File: config.mk
export PLATFORM = sky130hd
export DESIGN_NAME = fesp_ctrl
export DESIGN_NICKNAME = d
export VERILOG_FILES = /design/src/hw/fesp_pkg.sv /design/src/hw/fesp_ctrl.sv
export VERILOG_INCLUDE_DIRS = /design/src /design/src/hw
export SDC_FILE = /design/constraint.sdc
export NUM_CORES = 1
export LEC_CHECK = 0
export BUFFER_PORTS_ARGS = -buffer_cell sky130_fd_sc_hd__buf_4
export CORE_AREA = 2 2 115 117
export DETAILED_ROUTE_END_ITERATION = 6
export DIE_AREA = 0 0 117 119
export GPL_TIMING_DRIVEN = 0
export PLACE_DENSITY = 0.83
export SYNTH_ARGS = -nofsm -noshare
export SYNTH_HDL_FRONTEND = slang
export SYNTH_SLANG_ARGS = --single-unit
export TNS_END_PERCENT = 10
File: constraint.sdc
create_clock -name core_clk -period 3.75 [get_ports core_clk]
set_clock_uncertainty 0.05 [all_clocks]
set_input_delay 1.125 -clock core_clk [delete_from_list [all_inputs] [get_ports core_clk]]
set_output_delay 1.125 -clock core_clk [all_outputs]
set_load 0.005 [all_outputs]
File: src/hw/fesp_regs.svh
// Register map, field positions and timing counts of the flash sequencer.
// Assumes a 100 MHz core clock and a byte-wide parallel NOR flash.
// How it works
// - After a time-out the reset command must precede any new program/erase.
// - Read erase_window_flag before and after each extra sector erase.
// - Write only with chip select and write strobe low, output enable high.
// - Protect: high voltage on pin nine and output enable, one strobe pulse.
// - Unprotect: high voltage, chip select low, address bit six high, pulse.
// - Protect every sector before running chip unprotect.
`ifndef FESP_REGS_SVH
`define FESP_REGS_SVH
`define FESP_CTRL_OFS 8'h00
`define FESP_ADDR_OFS 8'h04
`define FESP_WDATA_OFS 8'h08
`define FESP_STATUS_OFS 8'h0C
`define FESP_RDATA_OFS 8'h10
`define FESP_HV_OFS 8'h14
`define FESP_CTRL_GO 0
`define FESP_CTRL_OP_LSB 1
`define FESP_CTRL_CHK 4
`define FESP_HV_RST 0
`define FESP_HV_A9 1
`define FESP_RESP_OK 2'h0
`define FESP_RESP_ERR 2'h2
`define FESP_BIT_POLL 7
`define FESP_BIT_TOGGLE 6
`define FESP_BIT_TIMEOUT 5
`define FESP_BIT_WINDOW 3
`define FESP_UNPROT_ABIT 6
`define FESP_CMD_RESET 8'hF0
`define FESP_CLK_NS 10
`define FESP_RD_NS 90
`define FESP_WR_NS 45
`define FESP_REC_NS 45
// Two extra cycles cover the data synchroniser
`define FESP_RD_CYC ((`FESP_RD_NS + `FESP_CLK_NS - 1) / `FESP_CLK_NS + 2)
`define FESP_WR_CYC ((`FESP_WR_NS + `FESP_CLK_NS - 1) / `FESP_CLK_NS)
`define FESP_REC_CYC ((`FESP_REC_NS + `FESP_CLK_NS - 1) / `FESP_CLK_NS)
`define FESP_PROT_CYC_DEF 1000
`define FESP_HVSET_CYC_DEF 400
`endif

File: src/hw/fesp_pkg.sv
// Types shared by the flash sequencer.
// Assumes fesp_regs.svh supplies the numeric constants.
package fesp_pkg;
   typedef enum logic [2:0] {OP_READ, OP_WRITE, OP_POLL, OP_PROT,
      OP_UNPROT} fesp_op_e;
   typedef enum logic [2:0] {S_IDLE, S_RD, S_RD_GAP, S_WR, S_WR_REC,
      S_HV_SET, S_HV_PULSE, S_HV_REL} fesp_state_e;
   typedef logic [7:0] fesp_byte_t;
endpackage

File: src/hw/fesp_ctrl.sv
// Host-side sequencer driving a byte-wide NOR flash through its pins.
// Assumes an AXI4-Lite master, external high-voltage switches and pads.
//
// Our own choices: the address map and the AXI4-Lite interface to the registers.
`timescale 1ns/100ps
`include "fesp_regs.svh"
module fesp_ctrl
#(
   parameter int PROT_CYC = `FESP_PROT_CYC_DEF,
   parameter int HVSET_CYC = `FESP_HVSET_CYC_DEF
)
(
   // Clock and reset
   input wire logic core_clk,
   input wire logic arst_n,
   // AXI4-Lite slave
   input wire logic [7:0] s_axi_awaddr,
   input wire logic s_axi_awvalid,
   output logic s_axi_awready,
   input wire logic [31:0] s_axi_wdata,
   input wire logic [3:0] s_axi_wstrb,
   input wire logic s_axi_wvalid,
   output logic s_axi_wready,
   output logic [1:0] s_axi_bresp,
   output logic s_axi_bvalid,
   input wire logic s_axi_bready,
   input wire logic [7:0] s_axi_araddr,
   input wire logic s_axi_arvalid,
   output logic s_axi_arready,
   output logic [31:0] s_axi_rdata,
   output logic [1:0] s_axi_rresp,
   output logic s_axi_rvalid,
   input wire logic s_axi_rready,
   // Flash pins
   output logic [18:0] fl_addr,
   output fesp_pkg::fesp_byte_t fl_dq_o,
   output logic fl_dq_oe,
   input wire fesp_pkg::fesp_byte_t fl_dq_i,
   output logic fl_chip_select_n,
   output logic fl_write_strobe_n,
   output logic fl_output_enable_n,
   input wire logic fl_ready_busy_n,
   // High-voltage switch enables
   output logic fl_hv_reset,
   output logic fl_hv_a9,
   output logic fl_hv_oe
);
   import fesp_pkg::*;

   function automatic logic [31:0] merge(input logic [31:0] old_v,
      input logic [31:0] new_v, input logic [3:0] strb);
      logic [31:0] r;
      r = old_v;
      for (int i = 0; i < 4; i++)
      begin
         if (strb[i])
         begin
            r[8*i +: 8] = new_v[8*i +: 8];
         end
      end
      return r;
   endfunction

   function automatic logic mapped(input logic [7:0] a);
      return a == `FESP_CTRL_OFS || a == `FESP_ADDR_OFS ||
         a == `FESP_WDATA_OFS || a == `FESP_STATUS_OFS ||
         a == `FESP_RDATA_OFS || a == `FESP_HV_OFS;
   endfunction

   // Bus side
   logic [7:0] awa_q;
   logic [31:0] wd_q;
   logic [3:0] wstrb_q;
   logic [18:0] addr_q;
   fesp_byte_t wdata_q;
   logic [1:0] hv_ctl_q;
   // Sequencer
   fesp_state_e state_q, state_d;
   fesp_op_e op_q;
   logic chk_q, hv_seq_q, saw_to_q, prev_tog_q, rej_q, fail_q, refused_q;
   logic [1:0] ph_q;
   logic [15:0] cnt_q, cnt_load;
   fesp_byte_t rdata_q, dq_m_q, dq_s_q;
   logic rb_m_q, rb_s_q;

   wire aw_hs = s_axi_awvalid & s_axi_awready;
   wire w_hs = s_axi_wvalid & s_axi_wready;
   wire ar_hs = s_axi_arvalid & s_axi_arready;
   wire wr_do = ~s_axi_awready & ~s_axi_wready & ~s_axi_bvalid;
   wire [31:0] wr_merged = merge(32'h0000_0000, wd_q, wstrb_q);
   wire [31:0] addr_merged = merge({13'h0, addr_q}, wd_q, wstrb_q);
   wire wr_ctrl = wr_do & awa_q == `FESP_CTRL_OFS & wstrb_q[0];
   wire go = wr_ctrl & wd_q[`FESP_CTRL_GO];
   wire fesp_op_e go_op = fesp_op_e'(wd_q[`FESP_CTRL_OP_LSB +: 3]);
   wire op_valid = go_op <= OP_UNPROT;
   // A failed operation leaves the reset command as the only write that may start
   wire blocked = fail_q & go_op == OP_WRITE &
      wdata_q != `FESP_CMD_RESET;
   wire start = go & state_q == S_IDLE & op_valid & ~blocked;
   wire refuse = go & ~start;
   wire cnt_done = cnt_q == 16'h0000;
   wire rd_end = state_q == S_RD & cnt_done;
   wire tog_chg = dq_s_q[`FESP_BIT_TOGGLE] ^ prev_tog_q;
   // Toggle still running after timeout_flag was seen means failure
   wire poll_fail = op_q == OP_POLL & ph_q != 2'h0 & tog_chg &
      saw_to_q;
   wire poll_more = op_q == OP_POLL & (ph_q == 2'h0 | (tog_chg & ~saw_to_q));
   wire [31:0] status_w = {27'h0, rb_s_q, refused_q, fail_q, rej_q,
      state_q != S_IDLE};
   wire [31:0] rd_word =
      s_axi_araddr == `FESP_CTRL_OFS ? {27'h0, chk_q, op_q, 1'b0} :
      s_axi_araddr == `FESP_ADDR_OFS ? {13'h0, addr_q} :
      s_axi_araddr == `FESP_WDATA_OFS ? {24'h0, wdata_q} :
      s_axi_araddr == `FESP_STATUS_OFS ? status_w :
      s_axi_araddr == `FESP_RDATA_OFS ? {24'h0, rdata_q} :
      s_axi_araddr == `FESP_HV_OFS ? {30'h0, hv_ctl_q} : 32'h0000_0000;
   wire hv_d = state_d == S_HV_SET | state_d == S_HV_PULSE |
      state_d == S_HV_REL;

   always_ff @(posedge core_clk or negedge arst_n)
   begin
      if (!arst_n)
      begin
         s_axi_awready <= 1'b1;
         s_axi_wready <= 1'b1;
         s_axi_bvalid <= 1'b0;
         s_axi_bresp <= `FESP_RESP_OK;
         awa_q <= 8'h00;
         wd_q <= 32'h0000_0000;
         wstrb_q <= 4'h0;
      end
      else
      begin
         if (aw_hs)
         begin
            awa_q <= s_axi_awaddr;
            s_axi_awready <= 1'b0;
         end
         if (w_hs)
         begin
            wd_q <= s_axi_wdata;
            wstrb_q <= s_axi_wstrb;
            s_axi_wready <= 1'b0;
         end
         if (wr_do)
         begin
            s_axi_bvalid <= 1'b1;
            s_axi_bresp <= mapped(awa_q) ? `FESP_RESP_OK : `FESP_RESP_ERR;
         end
         if (s_axi_bvalid & s_axi_bready)
         begin
            s_axi_bvalid <= 1'b0;
            s_axi_awready <= 1'b1;
            s_axi_wready <= 1'b1;
         end
      end
   end

   always_ff @(posedge core_clk or negedge arst_n)
   begin
      if (!arst_n)
      begin
         s_axi_arready <= 1'b1;
         s_axi_rvalid <= 1'b0;
         s_axi_rdata <= 32'h0000_0000;
         s_axi_rresp <= `FESP_RESP_OK;
      end
      else if (ar_hs)
      begin
         s_axi_arready <= 1'b0;
         s_axi_rvalid <= 1'b1;
         s_axi_rdata <= rd_word;
         s_axi_rresp <= mapped(s_axi_araddr) ? `FESP_RESP_OK : `FESP_RESP_ERR;
      end
      else if (s_axi_rvalid & s_axi_rready)
      begin
         s_axi_rvalid <= 1'b0;
         s_axi_arready <= 1'b1;
      end
   end

   // Configuration words; the sequencer latches address and data at start, the HV word drives the reset and A9 switches directly
   always_ff @(posedge core_clk or negedge arst_n)
   begin
      if (!arst_n)
      begin
         addr_q <= 19'h00000;
         wdata_q <= 8'h00;
         hv_ctl_q <= 2'h0;
      end
      else if (wr_do)
      begin
         if (awa_q == `FESP_ADDR_OFS)
            addr_q <= addr_merged[18:0];
         if (awa_q == `FESP_WDATA_OFS & wstrb_q[0])
            wdata_q <= wr_merged[7:0];
         if (awa_q == `FESP_HV_OFS & wstrb_q[0])
            hv_ctl_q <= wr_merged[1:0];
      end
   end

   always_ff @(posedge core_clk or negedge arst_n)
   begin
      if (!arst_n)
      begin
         dq_m_q <= 8'h00;
         dq_s_q <= 8'h00;
         rb_m_q <= 1'b1;
         rb_s_q <= 1'b1;
      end
      else
      begin
         dq_m_q <= fl_dq_i;
         dq_s_q <= dq_m_q;
         rb_m_q <= fl_ready_busy_n;
         rb_s_q <= rb_m_q;
      end
   end

   always_comb
   begin
      state_d = state_q;
      case (state_q)
         S_IDLE:
            if (start)
            begin
               if (go_op == OP_PROT || go_op == OP_UNPROT)
                  state_d = S_HV_SET;
               else if (go_op == OP_WRITE && !wd_q[`FESP_CTRL_CHK])
                  state_d = S_WR;
               else
                  state_d = S_RD;
            end
         S_RD:
            if (cnt_done)
            begin
               if (op_q == OP_WRITE && ph_q == 2'h0)
                  state_d = S_WR;
               else if (poll_more)
                  state_d = S_RD_GAP;
               else
                  state_d = S_IDLE;
            end
         S_RD_GAP: if (cnt_done) state_d = S_RD;
         S_WR: if (cnt_done) state_d = S_WR_REC;
         // The second flag read tells if the extra erase was refused
         S_WR_REC: if (cnt_done) state_d = chk_q ? S_RD : S_IDLE;
         S_HV_SET: if (cnt_done) state_d = S_HV_PULSE;
         S_HV_PULSE: if (cnt_done) state_d = S_HV_REL;
         S_HV_REL: if (cnt_done) state_d = S_IDLE;
         default: state_d = S_IDLE;
      endcase
   end

   always_comb
   begin
      case (state_d)
         S_RD: cnt_load = 16'(`FESP_RD_CYC - 1);
         S_WR: cnt_load = 16'(`FESP_WR_CYC - 1);
         S_RD_GAP, S_WR_REC: cnt_load = 16'(`FESP_REC_CYC - 1);
         S_HV_PULSE: cnt_load = 16'(PROT_CYC - 1);
         S_HV_SET, S_HV_REL: cnt_load = 16'(HVSET_CYC - 1);
         default: cnt_load = 16'h0000;
      endcase
   end

   always_ff @(posedge core_clk or negedge arst_n)
   begin
      if (!arst_n)
      begin
         state_q <= S_IDLE;
         cnt_q <= 16'h0000;
         op_q <= OP_READ;
         chk_q <= 1'b0;
         ph_q <= 2'h0;
         saw_to_q <= 1'b0;
         prev_tog_q <= 1'b0;
         rdata_q <= 8'h00;
         rej_q <= 1'b0;
         fail_q <= 1'b0;
         refused_q <= 1'b0;
         hv_seq_q <= 1'b0;
      end
      else
      begin
         state_q <= state_d;
         cnt_q <= state_d != state_q ? cnt_load : cnt_q - 16'h0001;
         hv_seq_q <= hv_d;
         if (start)
         begin
            op_q <= go_op;
            chk_q <= wd_q[`FESP_CTRL_CHK];
            ph_q <= 2'h0;
            saw_to_q <= 1'b0;
            rej_q <= 1'b0;
            refused_q <= 1'b0;
         end
         else if (refuse)
            refused_q <= 1'b1;
         if (rd_end)
         begin
            rdata_q <= dq_s_q;
            prev_tog_q <= dq_s_q[`FESP_BIT_TOGGLE];
            ph_q <= ph_q == 2'h3 ? ph_q : ph_q + 2'h1;
            if (ph_q != 2'h0)
               saw_to_q <= dq_s_q[`FESP_BIT_TIMEOUT];
            if (op_q == OP_WRITE && ph_q != 2'h0 &&
               dq_s_q[`FESP_BIT_WINDOW])
               rej_q <= 1'b1;
            if (poll_fail)
               fail_q <= 1'b1;
         end
         if (state_q == S_WR && cnt_done && op_q == OP_WRITE &&
            fl_dq_o == `FESP_CMD_RESET)
            fail_q <= 1'b0;
      end
   end

   always_ff @(posedge core_clk or negedge arst_n)
   begin
      if (!arst_n)
      begin
         fl_addr <= 19'h00000;
         fl_dq_o <= 8'h00;
         fl_dq_oe <= 1'b0;
         fl_chip_select_n <= 1'b1;
         fl_write_strobe_n <= 1'b1;
         fl_output_enable_n <= 1'b1;
         fl_hv_reset <= 1'b0;
         fl_hv_a9 <= 1'b0;
         fl_hv_oe <= 1'b0;
      end
      else
      begin
         if (start)
         begin
            fl_addr <= addr_q;
            if (go_op == OP_UNPROT)
               fl_addr[`FESP_UNPROT_ABIT] <= 1'b1;
            fl_dq_o <= wdata_q;
         end
         fl_dq_oe <= state_d == S_WR;
         fl_chip_select_n <= state_d == S_IDLE | state_d == S_WR_REC |
            state_d == S_RD_GAP;
         fl_write_strobe_n <= ~(state_d == S_WR | state_d == S_HV_PULSE);
         fl_output_enable_n <= state_d != S_RD;
         fl_hv_reset <= hv_ctl_q[`FESP_HV_RST];
         fl_hv_a9 <= hv_ctl_q[`FESP_HV_A9] | hv_seq_q;
         fl_hv_oe <= hv_seq_q;
      end
   end

   a_write_inhibit: assert property (@(posedge core_clk) disable iff
      (!arst_n) !fl_write_strobe_n |-> fl_output_enable_n &&
      !fl_chip_select_n) else $error("write strobe without inhibit off");
   a_strobe_width: assert property (@(posedge core_clk) disable iff
      (!arst_n) $fell(fl_write_strobe_n) && !fl_hv_oe |->
      !fl_write_strobe_n [*5]) else $error("write strobe too short");
   a_fail_blocks: assert property (@(posedge core_clk) disable iff
      (!arst_n) $fell(fl_write_strobe_n) && fail_q && !fl_hv_oe |->
      fl_dq_o == `FESP_CMD_RESET) else $error("write issued after fail");
   a_hv_pulse: assert property (@(posedge core_clk) disable iff
      (!arst_n) !fl_write_strobe_n && state_q == S_HV_PULSE |->
      fl_hv_a9 && fl_hv_oe) else $error("protect pulse without HV");
   a_unprot_addr: assert property (@(posedge core_clk) disable iff
      (!arst_n) state_q == S_HV_PULSE && op_q == OP_UNPROT |->
      fl_addr[`FESP_UNPROT_ABIT] && !fl_chip_select_n)
      else $error("unprotect pulse set up wrong");
   a_window_flag: assert property (@(posedge core_clk) disable iff
      (!arst_n) $rose(rej_q) |-> $past(dq_s_q[`FESP_BIT_WINDOW]) &&
      $past(state_q) == S_RD) else $error("reject flag without cause");
   a_fail_cause: assert property (@(posedge core_clk) disable iff
      (!arst_n) $rose(fail_q) |-> $past(saw_to_q) && op_q == OP_POLL)
      else $error("fail flag without timeout");
   a_poll_reads: assert property (@(posedge core_clk) disable iff
      (!arst_n) $rose(state_q == S_RD_GAP) |-> fl_output_enable_n [*5]
      ##1 !fl_output_enable_n) else $error("poll reads not separated");
   a_read_answer: assert property (@(posedge core_clk) disable iff
      (!arst_n) ar_hs |=> s_axi_rvalid ##0 !s_axi_arready)
      else $error("read not answered next cycle");
endmodule

==> qor.yml, run 1 <==
fmax_mhz: 308
setup_violations: 0
rows: 42
ctsLongestPathBuffers: 2
grt.total_usage: 0.248
power.switching_mw: 1.29
seq_area_um2: 4390
ctsResizeCount: 0
area_growth_pct: 23.2
grt-ovfl-total: 0
nFillCells: 893
ys_warn_count: 0
clkPwrFrac: 0.334
pre_cts_slack_ps: 88.4
ant_nets: 0
reg2reg_to: "cnt_q[7]"
fin_ws_ps: 505
start_util: 0.567
p_int_mw: 3.50
die_area_um2: 13900
end_kind: "register"
worst-path-stages: 6
criticalPathCategory: "in2reg"
synth_area_per_cell_um2: 12.7
outcome: "finished clean"
cts_max_level: 4
async_reset_ff_frac: 1.00
cp_num_buf_inv: 2
cp_max_fo: 10
powerDensity_nw_per_um2: 533
cts-root-buf: "clkbuf_16"
utilization: 0.699
netlist.area_leader.share: 0.572
maxCapViolCount: 0
final_cells: 912
cts_setup_buffers: 0
grt_start_max_net_pins: 113
clk_latency_ps: 430
hold_depth: 0
gp_congestion: 0.880
synth_area_um2: 7310
path_delay_family: "simple AND/OR/NAND/NOR gates"
drc: 0
worstReg2RegStart: "awa_q[0]"
drive_above_1_share: 0.383
ys_ff_latch: 175
avgViaCountPerCell: 5.46
ff2ff_setup_slack_ps: 760
post-route-period-util: 0.865
fin_tns_setup_ps: 0
ir_worst_vdd_v: 0.000364
grt_pass1_vias: 5164
io_pins: 143
seq_power_share: 0.512
critPathSlowestCell: "or4_1"
fp.dieW_um: 117
grt_pass1_wl_um: 26200
crit_chain: "buf_4, or4_1, nor3_1, nor4bb_1, clkbuf_1, a22o_1"
final.min_clock_period_ps: 3240
synth_area_leader_cell: "dfrtp_1"
n_antenna_cell: 0
tritoncts: "yes"
crit_end: "s_axi_rdata[15]"
worstSetupStartpoint: "s_axi_araddr[0]"
synthTopCellsByArea: "dfrtp_1 57%, mux2_2 15%, dfstp_2 2.9%, nor2_1 2.1%, nand2_1 1.7%"
maxSlewHeadroom: 0.567
placed_cells: 881
fin_area_um2: 9000
core_area_um2: 12900
combPwrFrac: 0.154
crit_arrival_ps: 3550
drt-total-wl_um: 16000
drt_iter0_markers: 353
multi_input_area_um2: 2710
cts_hold_buf: 0
hpwlAfterDp_um: 11600
synth_top_flop_cell: "dfrtp_1"
nNetsFinal: 795
synthDistinctLibCells: 60
r2r_cells: 6
antenna_found_initial: 0
drt-pass1-iter-count: 5
p_sw_frac: 0.269
numCtsBuffers: 17
slew_viol_final: 0
clkSlewWorstSetupHoldPaths_ps: 60
rsz0062_at_grt: "no"
postPlaceCellArea_um2: 8460
critPathMaxStageDelay_ps: 590
clkSinkCount: 175
synth-seq-area-share: 0.601
avgRoutedWirePerCell_um: 17.5
syn_inst: 577
holdCritPathClass: "reg2reg"
synth_enable_flop_cells: 0
cp-start-kind: "primary input"
crit_required_ps: 4060
vias: 4984
power.leakage_nw: 4.27
worst_pin_slew_ps: 641
io_buffer_count: 113
die_h_um: 119
timing.final.hold_violations: 0
-- flip-flops by register name (all words and copies together), names as in the netlist, 16 cells and up --
name         flops
addr_q          19
cnt_q           16
fl_addr         19
s_axi_rdata     19
wd_q            19
-- kinds of logic (layout without fill, tap and decap cells) --
family,after synthesis,count (layout),share of synthesized area
flip-flops,175,175,0.601
AND/OR/NAND/NOR,145,145,0.107
multiplexers,102,102,0.156
AO/OA/AOI/OAI,83,83,0.0769
buffers and inverters,53,198,0.0361
XOR/XNOR,15,15,0.0180
adder cells (fa/ha/maj),3,3,0.00514
other,1,15,0.000513
-- worst reg2reg max path, stage by stage (launching register included) --
cell and delay, ps:
dfrtp_1 370, or4_1 620, nor4_1 600, nand4_1 390
a22oi_2 510, o21ai_2 180, a21oi_1 190
-- power by group through the flow --
stage | Clock (mW) | Sequential (mW) | Combinational (mW)
2_1_floorplan | 0 | 2.40 | 0.495
3_3_place_gp | 0 | 2.46 | 0.696
3_5_place_dp | 0 | 2.48 | 0.745
4_1_cts | 1.62 | 2.45 | 0.748
5_1_grt | 1.73 | 2.49 | 0.823
6_report | 1.60 | 2.45 | 0.739
-- cells in the mapped netlist (7+ instances only) --
| master | count |
|---|---|
| nor2b_1 | 8 |
| a21oi_1 | 21 |
| o21ai_0 | 17 |
| dfstp_2 | 8 |
| inv_1 | 12 |
| xnor2_1 | 9 |
| nor3_1 | 7 |
| dfrtp_1 | 167 |
| buf_4 | 15 |
| a22o_1 | 14 |
| mux2_2 | 95 |
| nand2_1 | 34 |
| nor2_1 | 41 |
| clkbuf_1 | 15 |
| or4_1 | 7 |
| buf_2 | 7 |
| mux2i_1 | 7 |
-- cells in the final DEF, fill, tap and decap left out, drive strengths merged, types with 8 or more instances in the layout --
cell / instances
xnor2: 9
dfstp: 8
buf: 139
or4: 8
a21oi: 21
inv: 14
a22o: 14
dfrtp: 167
clkbuf: 38
conb: 15
nand2: 34
nor2: 41
mux2: 95
o21ai: 20
nor2b: 8
-- how the worst min path moves through the flow --
stage / startpoint / endpoint / slack (ps)
2_1_floorplan: dq_m_q[0] / dq_s_q[0] / 280
4_1_cts: dq_m_q[6] / dq_s_q[6] / 300
3_5_place_dp: dq_m_q[7] / dq_s_q[7] / 290
6_report: dq_m_q[6] / dq_s_q[6] / 300
3_3_place_gp: dq_m_q[7] / dq_s_q[7] / 290
5_1_grt: dq_m_q[7] / dq_s_q[7] / 320
-- routing by layer --
metal	vias to the layer above	share of wire	global-route usage
li1	2317	-	-
met1	2459	0.42	0.330
met2	181	0.48	0.385
met3	27	0.076	0.0738
met4	0	0.022	0.0985
met5	-	0	0
-- per-stage QoR --
step	total power [mW]	hold slack [ps]
floorplan	2.90	281
detailed placement	3.23	290
global placement	3.15	288
CTS	4.82	300
global route	5.04	317
finish	4.79	300
-- layout make-up --
type / instances / area share
repair buffers: 114 / 0.0982
multi-input cells: 363 / 0.301
flip-flops and latches: 175 / 0.488
well taps: 176 / 0.0245
plain buffers: 40 / 0.0239
clock inverters: 8 / 0.00640
clock buffers: 23 / 0.0531
inverters: 13 / 0.00542
Power figures use the tool's default switching activity.
==> run 2, diff against run 1 <==
--- a/config.mk
+++ b/config.mk
@@ -7,9 +7,10 @@
 export NUM_CORES = 1
 export LEC_CHECK = 0
 export BUFFER_PORTS_ARGS = -buffer_cell sky130_fd_sc_hd__buf_4
-export CORE_AREA = 2 2 115 117
+export CORE_AREA = 2 2 88 153
+export CTS_CLUSTER_DIAMETER = 150
 export DETAILED_ROUTE_END_ITERATION = 6
-export DIE_AREA = 0 0 117 119
+export DIE_AREA = 0 0 90 155
 export GPL_TIMING_DRIVEN = 0
 export PLACE_DENSITY = 0.83
 export SYNTH_ARGS = -nofsm -noshare
==> run 2 against run 1 <==
  * Cell count shrank 0.44%
  * Flip-flop and latch count stayed put
  * Clock-buffer cell count down 6
  * Clock power grew 8%
  * Register-to-register slack worse by 80 ps
  * Sequential share of layout area is 0.26 points lower
  * Via count increased by 3.2%
  * Hold slack gained 2.0 ps
  * Sequential power is essentially flat
==> qor.yml, run 2 (synthesis results as in run 1) <==
setup_violations: 0
n_antenna_cell: 0
grt_pass1_vias: 5515
avgRoutedWirePerCell_um: 19.1
combPwrFrac: 0.152
fp.dieW_um: 90
fin_tns_setup_ps: 0
critPathSlowestCell: "or4_1"
power.switching_mw: 1.45
drive_above_1_share: 0.388
p_total_mw: 4.94
p_int_mw: 3.50
ant_nets: 0
timing.final.hold_violations: 0
rows: 55
powerDensity_nw_per_um2: 547
post-route-period-util: 0.871
seq_area_um2: 4390
cts_setup_buffers: 0
critPathMaxStageDelay_ps: 600
clkPwrFrac: 0.350
utilization: 0.707
power.leakage_nw: 4.29
vias: 5141
cp_max_fo: 10
drt-total-wl_um: 17400
drt-pass1-iter-count: 5
ir_worst_vdd_v: 0.000529
fmax_mhz: 306
end_kind: "register"
die_area_um2: 14000
rsz0062_at_grt: "no"
gp_congestion: 0.937
multi_input_area_um2: 2710
cp-start-kind: "primary input"
worst_pin_slew_ps: 830
crit_chain: "buf_4, or4_1, nor3_1, nor4bb_1, clkbuf_1, a22o_1"
final.min_clock_period_ps: 3270
antenna_found_initial: 0
avgViaCountPerCell: 5.66
crit_required_ps: 4060
io_buffer_count: 113
mostFrequentLayoutCell: "dfrtp_1"
numCtsBuffers: 17
core_area_um2: 12800
slew_viol_final: 0
grt_pass1_wl_um: 28200
die_h_um: 155
maxCapViolCount: 0
area_growth_pct: 23.8
ff2ff_setup_slack_ps: 680
drc: 0
cts_max_level: 4
ctsLongestPathBuffers: 2
hpwlAfterDp_um: 12600
cts_hold_buf: 0
io_pins: 143
final_cell_mix: "167 x dfrtp_1, 127 x buf_4, 95 x mux2_2"
clk_latency_ps: 430
tritoncts: "yes"
nNetsFinal: 795
grt-ovfl-total: 0
clkSinkCount: 175
cts-root-buf: "clkbuf_16"
ctsResizeCount: 0
clkSlewWorstSetupHoldPaths_ps: 70
grt.total_usage: 0.260
cp_num_buf_inv: 2
holdCritPathClass: "reg2reg"
start_util: 0.571
p_sw_frac: 0.292
path_delay_family: "simple AND/OR/NAND/NOR gates"
crit_arrival_ps: 3580
maxSlewHeadroom: 0.442
grt_start_max_net_pins: 100
seq_power_share: 0.499
outcome: "finished clean"
nFillCells: 904
criticalPathCategory: "in2reg"
drt_iter0_markers: 341
[run 2: final timing paths]
check	start	to	depth (start not counted)
setup / recovery	s_axi_araddr[0]	s_axi_rdata[10]	6
hold / removal	dq_m_q[7]	dq_s_q[7]	0
setup reg to reg	cnt_q[0]	fail_q	9
hold reg to reg	dq_m_q[7]	dq_s_q[7]	0
max in group asynchronous	arst_n	rb_m_q	2
min in group asynchronous	arst_n	dq_m_q[2]	1
[run 2: stage by stage]
step / cells / hold WS [ps] / setup slack (ps) / cell area, um2
5_1_grt: 908 / 306 / 372 / 9040
3_5_place_dp: 876 / 285 / 68.3 / 8460
4_1_cts: 908 / 305 / 516 / 9040
2_1_floorplan: 591 / 281 / 835 / 7360
6_report: 908 / 302 / 483 / 9040
3_3_place_gp: 875 / 286 / 143 / 8420
[run 2: power by group through the flow]
| stage | clock [mW] | sequential [mW] | combinational, mW |
|---|---|---|---|
| finish | 1.73 | 2.47 | 0.750 |
| floorplan | 0 | 2.40 | 0.495 |
| detailed placement | 0 | 2.49 | 0.746 |
| global route | 1.84 | 2.50 | 0.822 |
| global placement | 0 | 2.46 | 0.699 |
| CTS | 1.75 | 2.46 | 0.753 |
[run 2: worst register-to-register path, cell delays in order (launching register included)]
cell	delay [ps]
dfrtp_1	400
inv_1	80
ha_1	200
or4b_1	430
buf_2	180
nor4_2	410
nand3_1	550
nor2_1	420
a21oi_1	130
a21oi_1	150
[run 2: metal layers]
metal  vias to the layer above  GRT usage  part of all wire
li1                       2321          -                 -
met1                      2586      0.271              0.35
met2                       182      0.483              0.56
met3                        52     0.0697             0.051
met4                         0      0.120             0.042
met5                         -          0                 0
[run 2: area by class of cell]
cell class              count  area share
flip-flops and latches    175       0.485
multi-input cells         363       0.299
repair buffers            114      0.0977
clock buffers              17      0.0470
plain buffers              40      0.0238
well taps                 171      0.0237
clock inverters            15      0.0181
inverters                  13     0.00539
==> run 3, diff against run 2 <==
--- a/config.mk
+++ b/config.mk
@@ -13,6 +13,7 @@
 export DIE_AREA = 0 0 90 155
 export GPL_TIMING_DRIVEN = 0
 export PLACE_DENSITY = 0.83
+export RECOVER_POWER = 25
 export SYNTH_ARGS = -nofsm -noshare
 export SYNTH_HDL_FRONTEND = slang
 export SYNTH_SLANG_ARGS = --single-unit
==> run 3 against run 2 <==
  * The flow now finishes with violations (max-capacitance violations, max-slew violations)
  * Flip-flop and latch count unchanged
  * Sequential power about the same
  * Core utilization decreased by 0.078 points
  * Final area decreased by 0.11%
  * Non-clock buffer count unchanged
  * Combinational power about the same
  * Wire length decreased by 0.20%
  * Die area unchanged
  * Register-to-register slack about the same
  * Clock power about the same
==> qor.yml, run 3 (synthesis results as in run 1) <==
die_area_um2: 14000
core_area_um2: 12800
nNetsFinal: 795
final.min_clock_period_ps: 3260
n_antenna_cell: 0
power.leakage_nw: 4.29
io_pins: 143
clkSinkCount: 175
maxSlewHeadroom: -0.653
setup_violations: 0
vias: 5122
grt_pass1_vias: 5515
cp-start-kind: "primary input"
critPathSlowestCell: "or4_1"
ctsLongestPathBuffers: 2
gp_congestion: 0.937
drt_iter0_markers: 332
start_util: 0.571
crit_chain: "buf_4, or4_1, nor3_1, nor4bb_1, clkbuf_1, a22o_1"
cts_max_level: 4
end_kind: "register"
rows: 55
rsz0062_at_grt: "no"
cts_hold_buf: 0
grt-ovfl-total: 0
postPlaceCellArea_um2: 8460
ctsResizeCount: 0
drive_above_1_share: 0.388
fin_area_um2: 9030
fin_tns_setup_ps: 0
violations: "max-capacitance violations, max-slew violations"
mostFrequentLayoutCell: "dfrtp_1"
area_growth_pct: 23.7
numCtsBuffers: 17
powerDensity_nw_per_um2: 547
antenna_found_initial: 0
cp_max_fo: 10
avgViaCountPerCell: 5.64
grt_start_max_net_pins: 100
critPathMaxStageDelay_ps: 600
tritoncts: "yes"
slew_viol_final: 99
ant_nets: 0
nFillCells: 905
final_cell_mix: "167 x dfrtp_1, 116 x buf_4, 95 x mux2_2"
maxCapViolCount: 1
timing.final.hold_violations: 0
grt_pass1_wl_um: 28200
cts_setup_buffers: 0
post-route-period-util: 0.870
crit_required_ps: 4060
io_buffer_count: 113
clkSlewWorstSetupHoldPaths_ps: 70
fp.dieW_um: 90
hpwlAfterDp_um: 12600
crit_arrival_ps: 3570
avgRoutedWirePerCell_um: 19.1
holdCritPathClass: "reg2reg"
outcome: "finished with violations"
grt.total_usage: 0.260
p_total_mw: 4.94
ir_worst_vdd_v: 0.000530
criticalPathCategory: "in2reg"
cts-root-buf: "clkbuf_16"
drt-pass1-iter-count: 5
drc: 0
worst_pin_slew_ps: 2480
fmax_mhz: 307
die_h_um: 155
drt-total-wl_um: 17300
clk_latency_ps: 430
## run 3: worst paths after layout
| path | start | to | slack, ps | cells past startpoint |
|---|---|---|---|---|
| max in group asynchronous | arst_n | awa_q[0] | 790 | 1 |
| hold / removal | dq_m_q[7] | dq_s_q[7] | 300 | 0 |
| setup reg to reg | cnt_q[0] | fail_q | 690 | 9 |
| setup / recovery | s_axi_araddr[0] | s_axi_rdata[10] | 490 | 6 |
| min in group asynchronous | arst_n | fl_addr[14] | 1390 | 1 |
| hold reg to reg | dq_m_q[7] | dq_s_q[7] | 300 | 0 |
## run 3: metal layers
| layer | share of wire | wire, um | vias to the layer above | track usage |
|---|---|---|---|---|
| met5 | 0 | 0 | - | 0 |
| met4 | 0.040 | 688 | 0 | 0.120 |
| met3 | 0.054 | 931 | 45 | 0.0697 |
| met2 | 0.56 | 9770 | 189 | 0.483 |
| met1 | 0.34 | 5960 | 2573 | 0.271 |
| li1 | - | - | 2315 | - |
## run 3: power by group
part / leakage (nW) / total (mW) / switching (mW) / internal (mW)
clock: 0.283 / 1.73 / 0.832 / 0.895
combinational: 1.77 / 0.747 / 0.355 / 0.392
sequential: 2.24 / 2.47 / 0.257 / 2.21
## run 3: per-stage QoR
step                      cells  hold WS [ps]  setup slack (ps)  utilization
after floorplan             591           281               835            -
after global placement      875           286               143        0.658
after detailed placement    876           285              68.3        0.661
after CTS                   908           305               516        0.707
after global routing        908           306               304        0.706
final                       908           302               489        0.706
## run 3: cell type report
class,instances,area [um2],share of cell area
buffer,40,215,0.0238
clock buffer,17,425,0.0471
clock inverter,15,164,0.0181
inverter,13,48.8,0.00540
multi-input combinational,363,2710,0.299
sequential,175,4390,0.486
tap,171,214,0.0237
timing repair buffer,114,873,0.0967
## run 3: critical path: cells and delay by family
| kind | cells | cell delay (ps) |
|---|---|---|
| AND/OR/NAND/NOR | 3 | 1660 |
| buffers and inverters | 2 | 570 |
| AO/OA/AOI/OAI | 1 | 220 |
